`src/rtl/rad14_pkg.sv`:
```
package rad14_pkg;
    localparam int RAD14_WIDTH = 14;
    localparam logic [RAD14_WIDTH-1:0] RAD14_RESET_WORD = 14'h0000;
    localparam int RAD14_BUF_DEPTH = 2;

    // One captured word with its sample of the address and control lines
    typedef struct packed {
        logic [RAD14_WIDTH-1:0] bits;
    } rad14_word_t;
endpackage

```
`src/rtl/rad14_driver.sv`:
```
`timescale 1ns/1ps
`default_nettype none
module rad14_driver
    import rad14_pkg::*;
#(
    parameter int WIDTH = RAD14_WIDTH
) (
    input wire logic mclk_in, // 20 MHz system clock
    input wire logic rst_n_in, // Async master reset, active low
    input wire logic clk_true_in, // Differential clock, true leg
    input wire logic clk_comp_in, // Differential clock, complement leg
    input wire logic [WIDTH-1:0] captured_inputs_in, // Address and control inputs
    input wire logic out_ready_in, // Receiver takes the presented word
    output logic [WIDTH-1:0] registered_outputs_out, // Held output word
    output logic out_valid_out, // A captured word is presented
    output logic capture_ready_out, // Buffer has room for a capture
    output logic overflow_out // Sticky: a capture found the buffer full
);
    // Structure, from pins to outputs:
    // two-flop synchronisers on data and on both clock legs,
    // an edge detector that needs both legs to switch in one sample,
    // a two-entry buffer so a stalled receiver loses no word until both entries are full,
    // and an output stage that holds its word until the next pop.
    // Pin edges cannot be stalled, so a capture into a full buffer is flagged.

    // Elaboration check: the packed carrier is fixed at the documented width
    if (WIDTH != RAD14_WIDTH) begin : g_width_check
        $error("rad14_driver: WIDTH must match the packed word");
    end

    // Positive differential transition: true leg rises, complement falls
    // Shared by the detector and by its checks, so both use one definition
    function automatic logic pos_edge(input logic t_new, input logic t_old, input logic c_new, input logic c_old);
        return t_new && !t_old && !c_new && c_old;
    endfunction

    // Pin synchronisers: data and both clock legs see the same two-flop delay
    // The third clock flop only serves the edge detector; only stage two reads stage one
    // Legs reset apart (true low, complement high), so release gives no false edge
    logic [WIDTH-1:0] data_s1_q, data_s2_q;
    logic ct_s1_q, ct_s2_q, ct_s3_q, cc_s1_q, cc_s2_q, cc_s3_q;
    logic edge_pos;

    always_ff @(posedge mclk_in or negedge rst_n_in) begin
        if (!rst_n_in) begin
            data_s1_q <= RAD14_RESET_WORD;
            data_s2_q <= RAD14_RESET_WORD;
            ct_s1_q <= 1'b0;
            ct_s2_q <= 1'b0;
            ct_s3_q <= 1'b0;
            cc_s1_q <= 1'b1;
            cc_s2_q <= 1'b1;
            cc_s3_q <= 1'b1;
        end else begin
            data_s1_q <= captured_inputs_in;
            data_s2_q <= data_s1_q;
            ct_s1_q <= clk_true_in;
            ct_s2_q <= ct_s1_q;
            ct_s3_q <= ct_s2_q;
            cc_s1_q <= clk_comp_in;
            cc_s2_q <= cc_s1_q;
            cc_s3_q <= cc_s2_q;
        end
    end

    // both legs must switch
    // A single-leg glitch is not an edge; this costs nothing and rejects noise
    assign edge_pos = pos_edge(ct_s2_q, ct_s3_q, cc_s2_q, cc_s3_q);

    // Two-entry buffer between capture and output stage
    rad14_word_t mem_q [RAD14_BUF_DEPTH];
    rad14_word_t mem_d [RAD14_BUF_DEPTH];
    logic [1:0] count_q, count_d;
    logic wr_ptr_q, wr_ptr_d, rd_ptr_q, rd_ptr_d;
    logic push, pop;
    logic [WIDTH-1:0] out_q, out_d;
    logic out_valid_q, out_valid_d, ovf_q, ovf_d;
    logic cap_ready_q, cap_ready_d;

    // Next-state for buffer, output stage and overflow flag
    // A push and a pop in one cycle leave the count unchanged
    // Ready flag is computed from the next count so the output is a flop
    always_comb begin
        mem_d = mem_q;
        count_d = count_q;
        wr_ptr_d = wr_ptr_q;
        rd_ptr_d = rd_ptr_q;
        out_d = out_q;
        out_valid_d = out_valid_q;
        ovf_d = ovf_q;
        push = edge_pos && (count_q != 2'h2);
        pop = (count_q != 2'h0) && (!out_valid_q || out_ready_in);
        if (push) begin
            mem_d[wr_ptr_q].bits = data_s2_q;
            wr_ptr_d = ~wr_ptr_q;
        end
        // hold unless a word is moved
        if (pop) begin
            out_d = mem_q[rd_ptr_q].bits;
            out_valid_d = 1'b1;
            rd_ptr_d = ~rd_ptr_q;
        end else if (out_ready_in) begin
            out_valid_d = 1'b0; // Word taken, value itself still held
        end
        count_d = count_q + {1'b0, push} - {1'b0, pop};
        cap_ready_d = (count_d != 2'h2);
        if (edge_pos && (count_q == 2'h2)) begin
            ovf_d = 1'b1; // Pins cannot be stalled, so a lost word is flagged
        end
    end

    // all but the ready flag defined low with no clock present
    always_ff @(posedge mclk_in or negedge rst_n_in) begin
        if (!rst_n_in) begin
            mem_q[0] <= '0;
            mem_q[1] <= '0;
            count_q <= 2'h0;
            wr_ptr_q <= 1'b0;
            rd_ptr_q <= 1'b0;
            out_q <= RAD14_RESET_WORD;
            out_valid_q <= 1'b0;
            ovf_q <= 1'b0;
            cap_ready_q <= 1'b1; // Empty buffer has room
        end else begin
            mem_q <= mem_d;
            count_q <= count_d;
            wr_ptr_q <= wr_ptr_d;
            rd_ptr_q <= rd_ptr_d;
            out_q <= out_d;
            out_valid_q <= out_valid_d;
            ovf_q <= ovf_d;
            cap_ready_q <= cap_ready_d;
        end
    end

    assign registered_outputs_out = out_q;
    assign out_valid_out = out_valid_q;
    assign capture_ready_out = cap_ready_q;
    assign overflow_out = ovf_q;

    // Checks on the captured path
    // All run on the system clock; reset disables all but the reset check itself
    // Pin-level behaviour is checked after the synchronisers, where it is settled

    a_reset_outputs_low: assert property (@(posedge mclk_in) !rst_n_in |-> out_q == '0)
        else $error("outputs not low during reset");

    a_capture_on_edge: assert property (@(posedge mclk_in) disable iff (!rst_n_in)
        edge_pos && count_q == 2'h0 |=> mem_q[$past(wr_ptr_q)].bits == $past(data_s2_q))
        else $error("edge did not capture input word");

    a_fill_needs_edge: assert property (@(posedge mclk_in) disable iff (!rst_n_in)
        !pos_edge(ct_s2_q, ct_s3_q, cc_s2_q, cc_s3_q) && !pop |=> count_q == $past(count_q))
        else $error("buffer filled without a clock edge");

    a_output_hold: assert property (@(posedge mclk_in) disable iff (!rst_n_in)
        count_q == 2'h0 ##1 count_q == 2'h0 |-> $stable(out_q))
        else $error("output changed without a capture");

    a_pop_presents: assert property (@(posedge mclk_in) disable iff (!rst_n_in)
        pop |=> out_q == $past(mem_q[rd_ptr_q].bits) && out_valid_q)
        else $error("popped word not presented");

    a_after_reset_low: assert property (@(posedge mclk_in) disable iff (!rst_n_in)
        $rose(rst_n_in) |-> out_q == '0 && count_q == 2'h0 && !ovf_q)
        else $error("state not cleared by reset");

    a_no_fill_no_out: assert property (@(posedge mclk_in) disable iff (!rst_n_in)
        $rose(rst_n_in) ##1 !edge_pos [*3] |-> !out_valid_q)
        else $error("output valid without any capture");

    // A stalled receiver keeps both the word and its valid mark
    a_valid_hold: assert property (@(posedge mclk_in) disable iff (!rst_n_in)
        out_valid_q && !out_ready_in |=> out_valid_q && $stable(out_q))
        else $error("presented word dropped while stalled");

    // A taken word with nothing behind it clears valid but keeps the value
    a_valid_taken: assert property (@(posedge mclk_in) disable iff (!rst_n_in)
        out_valid_q && out_ready_in && count_q == 2'h0 |=> !out_valid_q && $stable(out_q))
        else $error("taken word not retired correctly");

    // An edge into a full buffer must raise the lost-word flag
    a_ovf_on_full: assert property (@(posedge mclk_in) disable iff (!rst_n_in)
        edge_pos && count_q == 2'h2 |=> ovf_q)
        else $error("lost capture not flagged");

    // Only reset clears the lost-word flag
    a_ovf_sticky: assert property (@(posedge mclk_in) disable iff (!rst_n_in)
        ovf_q |=> ovf_q)
        else $error("overflow flag cleared without reset");

    // A full buffer never grows and stays full until a pop
    a_full_holds: assert property (@(posedge mclk_in) disable iff (!rst_n_in)
        count_q == 2'h2 && !pop |=> count_q == 2'h2)
        else $error("full buffer changed without a pop");

    // Room flag tracks the live count, one flop behind nothing
    a_ready_flag: assert property (@(posedge mclk_in) disable iff (!rst_n_in)
        capture_ready_out == (count_q != 2'h2))
        else $error("capture ready flag out of step");

    // Two entries at most
    a_count_bound: assert property (@(posedge mclk_in) disable iff (!rst_n_in)
        count_q != 2'h3)
        else $error("buffer count beyond depth");

    // bit n of a popped word lands on output n
    for (genvar gi = 0; gi < WIDTH; gi++) begin : g_bit_map
        a_bit_maps: assert property (@(posedge mclk_in) disable iff (!rst_n_in)
            pop |=> out_q[gi] == $past(mem_q[rd_ptr_q].bits[gi]))
            else $error("output bit not fed by its own input bit");
    end
endmodule // rad14_driver
`default_nettype wire

```
`config.mk`:
```
export PLATFORM = sky130hd
export DESIGN_NAME = rad14_driver
export DESIGN_NICKNAME = d
export VERILOG_FILES = /design/src/rtl/rad14_pkg.sv /design/src/rtl/rad14_driver.sv
export SDC_FILE = /design/constraint.sdc
export NUM_CORES = 1
export LEC_CHECK = 0
export BUFFER_PORTS_ARGS = -buffer_cell sky130_fd_sc_hd__buf_4
export CELL_PAD_IN_SITES_DETAIL_PLACEMENT = 1
export CELL_PAD_IN_SITES_GLOBAL_PLACEMENT = 2
export CORE_MARGIN = 2
export CORE_UTILIZATION = 45
export CTS_BUF_LIST = sky130_fd_sc_hd__clkbuf_4 sky130_fd_sc_hd__clkbuf_8 sky130_fd_sc_hd__clkbuf_16
export DETAILED_ROUTE_END_ITERATION = 10
export PLACE_DENSITY_LB_ADDON = 0.1
export REMOVE_ABC_BUFFERS = 1
export SLEW_MARGIN = 5
export SYNTH_ARGS = -nofsm -noshare
export SYNTH_HDL_FRONTEND = slang
export SYNTH_SLANG_ARGS = --single-unit
```
`constraint.sdc`:
```
create_clock -name mclk_in -period 5.3 [get_ports mclk_in]
set_clock_uncertainty 0.05 [all_clocks]
set_input_delay 1.06 -clock mclk_in [delete_from_list [all_inputs] [get_ports mclk_in]]
set_output_delay 1.06 -clock mclk_in [all_outputs]
set_load 0.01 [all_outputs]
```
# Yosys cells after proc, flatten, opt, wreduce, memory -nomap -nowiden
# Cells that the tools add are included.
[totals]
regBits = 83
latch_bits = 0
ram_bits = 0
mem_bits_ro = 0
input_bits = 19
out_inout_bits = 17
elab_cells = 50
n_memories = 0
[op_classes]
addsub = 2
n_mul = 0
div_mod_pow = 0
n_lt_le_gt_ge = 3
eq_ne = 3
n_shift = 0
n_mux = 8
n_bitwise = 4
reduce_logical = 13
[ops]
columns = ["operator", "n"]
rows = [
  ["2-to-1 mux 14 bit", 4],
  ["bitwise mux 28 bit", 1],
  ["demux 14 bit (select 1 bit)", 1],
  ["logical AND 1 bit", 7],
  [">= comparator 2 bit, second input constant", 2],
  ["inequality test 2 bit, second input constant", 2],
  ["NOT 1 -> 2 bit", 2],
  ["nonzero test 2 bit", 2],
  ["logical NOT 1 bit", 3],
  ["adder 2 x 1 -> 2 bit", 1],
  ["== test 2 bit, second input constant", 1],
  ["less-than comparator 2 x 1 -> 1 bit, second input constant", 1],
  ["2-to-1 mux 1 bit", 2],
  ["NOT 1 bit", 2],
  ["subtractor 2 x 1 -> 2 bit", 1],
  ["logical OR 1 bit", 1],
]

# Longest topological paths before layout
[logic_depth]
word_depth = 8
ltp_mapped = 8
mapped_depth_nobuf = 7

# Worst setup path after synthesis
# No wires, ideal clock.
[synth_path]
path_kind = "input -> register"
startpoint = "in out_ready_in"
endpoint = "reg cap_ready_q, in the netlist capture_ready_out"
t_arrival_ns = 2.334
path_slack_ns = 2.823
cell_stages = 8
n_path_buf = 1
path_cell_list = "nor2b_1 -> nor2_2 -> buf_2 -> xnor2_1 -> ha_1 -> xnor2_1 -> nor2b_1 -> mux2i_1"
[synth_via]
elab_chain_len = 4
[synth_lines]
columns = ["element", "line_no", "text"]
rows = [
  ["from (decl)", "rad14_driver.sv:13", "input wire logic out_ready_in,"],
  ["logical OR 1 bit", "rad14_driver.sv:92", "pop = (count_q != 2'h0) && (!out_valid_q || out_ready_in);"],
  ["logical AND 1 bit", "rad14_driver.sv:92", ""],
  ["subtractor 2 x 1 -> 2 bit", "rad14_driver.sv:105", "count_d = count_q + {1'b0, push} - {1'b0, pop};"],
  ["inequality test 2 bit", "rad14_driver.sv:106", "cap_ready_d = (count_d != 2'h2);"],
  ["net cap_ready_d", "rad14_driver.sv:78", "logic cap_ready_q, cap_ready_d;"],
  ["to (signal assigned)", "rad14_driver.sv:132", "cap_ready_q <= cap_ready_d;"],
  ["to (decl)", "rad14_driver.sv:78", ""],
]
# The timed path passes the listed nets, and every way through them passes these cells.
# A chain may end at the register's enable or synchronous reset.

# Final worst setup path
# Ends and elaborated chain as after synthesis.

==> results by group <==
Outcome
  • Status: finished, final reports clean

Power and ir drop
  • Flop pwr share: 0.456
  • Part of the power in combinational logic: 0.258
  • Clock power frac: 0.286
  • IR drop worst, VDD: 246.1 uV
  • Sw Share: 0.2644
  • Leakage: 1.615 nW
  • Tot Pwr: 2.082 mW
  • Power Internal: 1.531 mW
  • Net Sw Power: 0.5505 mW
  • Cell Pwr Density: 592.0 nW/um^2

Die
  • Chip width: 84.47 um
  • Die H: 84.47 um
  • I/O Pins: 36
  • Row cnt: 29
  • Total core area: 6314 um^2
  • Full die area: 7135 um^2
  • Initial core utilization: 0.4616

Critical path
  • Slowest stage cell, crit path: nor2_2
  • Maximum single-stage delay on the critical path: 0.73 ns
  • Critical R2R Capture: capture_ready_out$_DFF_PN1_
  • Worst path cell trace: buf_4 -> nor2b_1 -> nor2_2 -> xnor2_1 -> ha_1 -> xnor2_1 -> nor2b_1 -> mux2i_1
  • Crit-path max FO: 16
  • CP endpoint kind: flip-flop
  • FF-to-FF path depth: 7
  • Reg-to-Reg Start: out_valid_out$_DFFE_PN0P_
  • CP top delay family: simple AND/OR/NAND/NOR gates
  • Worst EP required: 5.52 ns
  • Worst Path Arrival: 2.86 ns
  • Setup slack, reg-to-reg: 2.96 ns
  • Crit path buf inv count: 1
  • Setup CP Type: in2reg
  • Startpoint types: primary input

STA
  • Normalized max-slew margin: 0.3248
  • Max Clk Rate: 0.3784 GHz
  • Worst-Margin Slew: 1.013 ns
  • Pins Over Slew Limit: 0
  • Min Hold Slack: 0.3006 ns
  • Setup Viol. Count Final: 0
  • Setup TNS: 0 ns
  • Crit share post-route: 0.4986
  • RSZ-0062 raised after global routing: no
  • Crit path time final: 2.642 ns
  • Final Hold Vio Count: 0

Global routing
  • Number of antenna violations at the first check in global routing: 0
  • Largest net degree at the start of global routing: 84
  • Global-route usage over all layers: 0.1580
  • Met3 usage: 0.04031
  • GR peak layer: met2
  • Vias in the first global route: 1648
  • GRT overflow: 0
  • First-pass GRT wire length: 8383 um
  • GRT met1 Usage: 0.1930
  • GR Util met2: 0.2583

Drt
  • WL per Instance: 17.40 um
  • DRT Pass-1 Iters: 2
  • Via count: 1436
  • Vias per inst: 4.986
  • Post-DRT Antenna Nets: 0
  • DRT iter0 DRCs: 42
  • Final WL: 5010 um
  • DRC Markers: 0

Synthesis
  • Syn Area/Cell: 17.66 um^2
  • Syn Std Cell Area: 2914 um^2
  • Post-synth top cells: dfrtp_1 (79), mux2_2 (56), dfstp_2 (4), xnor2_1 (4)
  • Yosys warnings: 0
  • Area contributors post-synth: dfrtp_1 (68%), mux2_2 (22%), dfstp_2 (3.6%)
  • Flops & latches, synth: 83
  • Ys flop type: dfrtp_1
  • Register area share after synthesis: 0.7145
  • Yosys top cell area share: 0.6784
  • Gate count of the mapped netlist: 165
  • Most common cell in the netlist: dfrtp_1
  • Synth unique cells: 20
  • Cell accounting for the most synthesized area: dfrtp_1
  • Post-synth EDFFs: 0
  • Async SR Flop Fraction: 1.000

Worst hold path
  • Hold_sp: data_s1_q[1]$_DFF_PN0_
  • Hold Path Class: reg2reg
  • WHS Path Cells: 0
  • WHS Endpoint: data_s2_q[1]$_DFF_PN0_

Placement
  • Post-DP HPWL: 3162 um
  • Port bufs: 35
  • DP Area: 3243 um^2
  • RD Place Congestion: 0.6642

Finish
  • Design area: 3517 um^2
  • Multi-input gate area: 802.0 um^2
  • Final net count: 226
  • Reg area: 2082 um^2
  • Area growth from synthesis to layout: 20.70%
  • Diode count: 0
  • Fillers: 593
  • Share of cells above drive strength 1: 0.5450

Clock tree
  • Clk sink count: 83
  • Post_cts resized: 0
  • CTS buffer count: 9
  • Hold buffer count at CTS: 0
  • Post-CTS Setup Inserts: 0
  • Worst-Skew Late Latency: 0.35 ns
  • Reg clk slew, reported paths: 0.08 ns
  • CTS HTree Levels: 3
  • Clock Tree Buf Depth: 2
  • CTS tree: yes
  • Root Driver: clkbuf_8

Flow run
  • Maxcap violations: 0
-- power groups by stage --
stage	sequential [mW]	combinational (mW)	clock (mW)
floorplan	0.949	0.345	0
finish	0.949	0.537	0.596
global route	0.979	0.584	0.638
detailed placement	0.967	0.549	0
CTS	0.955	0.552	0.612
global placement	0.948	0.515	0
-- layer usage --
metal  routed length (um)  vias to the layer above  part of all wire
met4                   99                        0             0.020
li1                     -                      648                 -
met2                 2590                       29              0.52
met3                  179                        8             0.036
met1                 2141                      751              0.43
met5                    0                        -                 0
-- how the worst max path moves through the flow --
stage / start / to / slack (ns) / cells after the start
final: out_ready_in / capture_ready_out$_DFF_PN1_ / 2.66 / 8
after global routing: out_ready_in / capture_ready_out$_DFF_PN1_ / 2.49 / 8
after CTS: out_ready_in / capture_ready_out$_DFF_PN1_ / 2.60 / 8
after detailed placement: out_ready_in / capture_ready_out$_DFF_PN1_ / 2.25 / 8
after global placement: out_ready_in / capture_ready_out$_DFF_PN1_ / 2.34 / 8
after floorplan: out_ready_in / capture_ready_out$_DFF_PN1_ / 2.77 / 7
-- cell usage in the layout, fill, tap and decap left out, types with 2 or more instances in the layout --
| cell type | instances |
|---|---|
| bufinv_16 | 4 |
| clkbuf_8 | 10 |
| nor2_1 | 2 |
| nand2b_1 | 2 |
| mux2_2 | 56 |
| xnor2_1 | 4 |
| dfstp_2 | 4 |
| dfrtp_1 | 79 |
| nor2b_1 | 3 |
| buf_4 | 35 |
-- worst register-to-register path: stages, from the launching register on --
cell and delay, ns:
dfrtp_1 0.38, nor2b_1 0.16, nor2_2 0.73, xnor2_1 0.18, ha_1 0.23, xnor2_1 0.25, nor2b_1 0.19, mux2i_1 0.09
-- state kept, by name, summed over array words and instances, names as in the netlist, 2 cells and up --
register                cells
registered_outputs_out     14
mem_q                      28
data_s1_q                  14
data_s2_q                  14
count_q                     2
-- stage by stage --
step / utilization / setup WS (ns) / instances
6_report: 0.5571 / 2.658 / 288
5_1_grt: 0.5571 / 2.488 / 288
4_1_cts: 0.5571 / 2.601 / 288
3_5_place_dp: 0.5137 / 2.249 / 272
3_3_place_gp: 0.5137 / 2.344 / 272
2_1_floorplan: - / 2.770 / 160
-- cells by family after synthesis --
| family | share of synthesized area |
|---|---|
| XOR/XNOR | 0.01503 |
| adder cells (fa/ha/maj) | 0.004293 |
| AND/OR/NAND/NOR | 0.03092 |
| multiplexers | 0.2198 |
| buffers and inverters | 0.01030 |
| flip-flops | 0.7145 |
| AO/OA/AOI/OAI | 0.005154 |
-- cell type report --
class | instances | area share
repair buffers | 35 | 0.07471
clock buffers | 10 | 0.03913
well taps | 77 | 0.02739
multi-input cells | 77 | 0.2280
clock inverters | 6 | 0.03878
flip-flops and latches | 83 | 0.5920
Note: power is estimated with default switching activity, not from simulation.
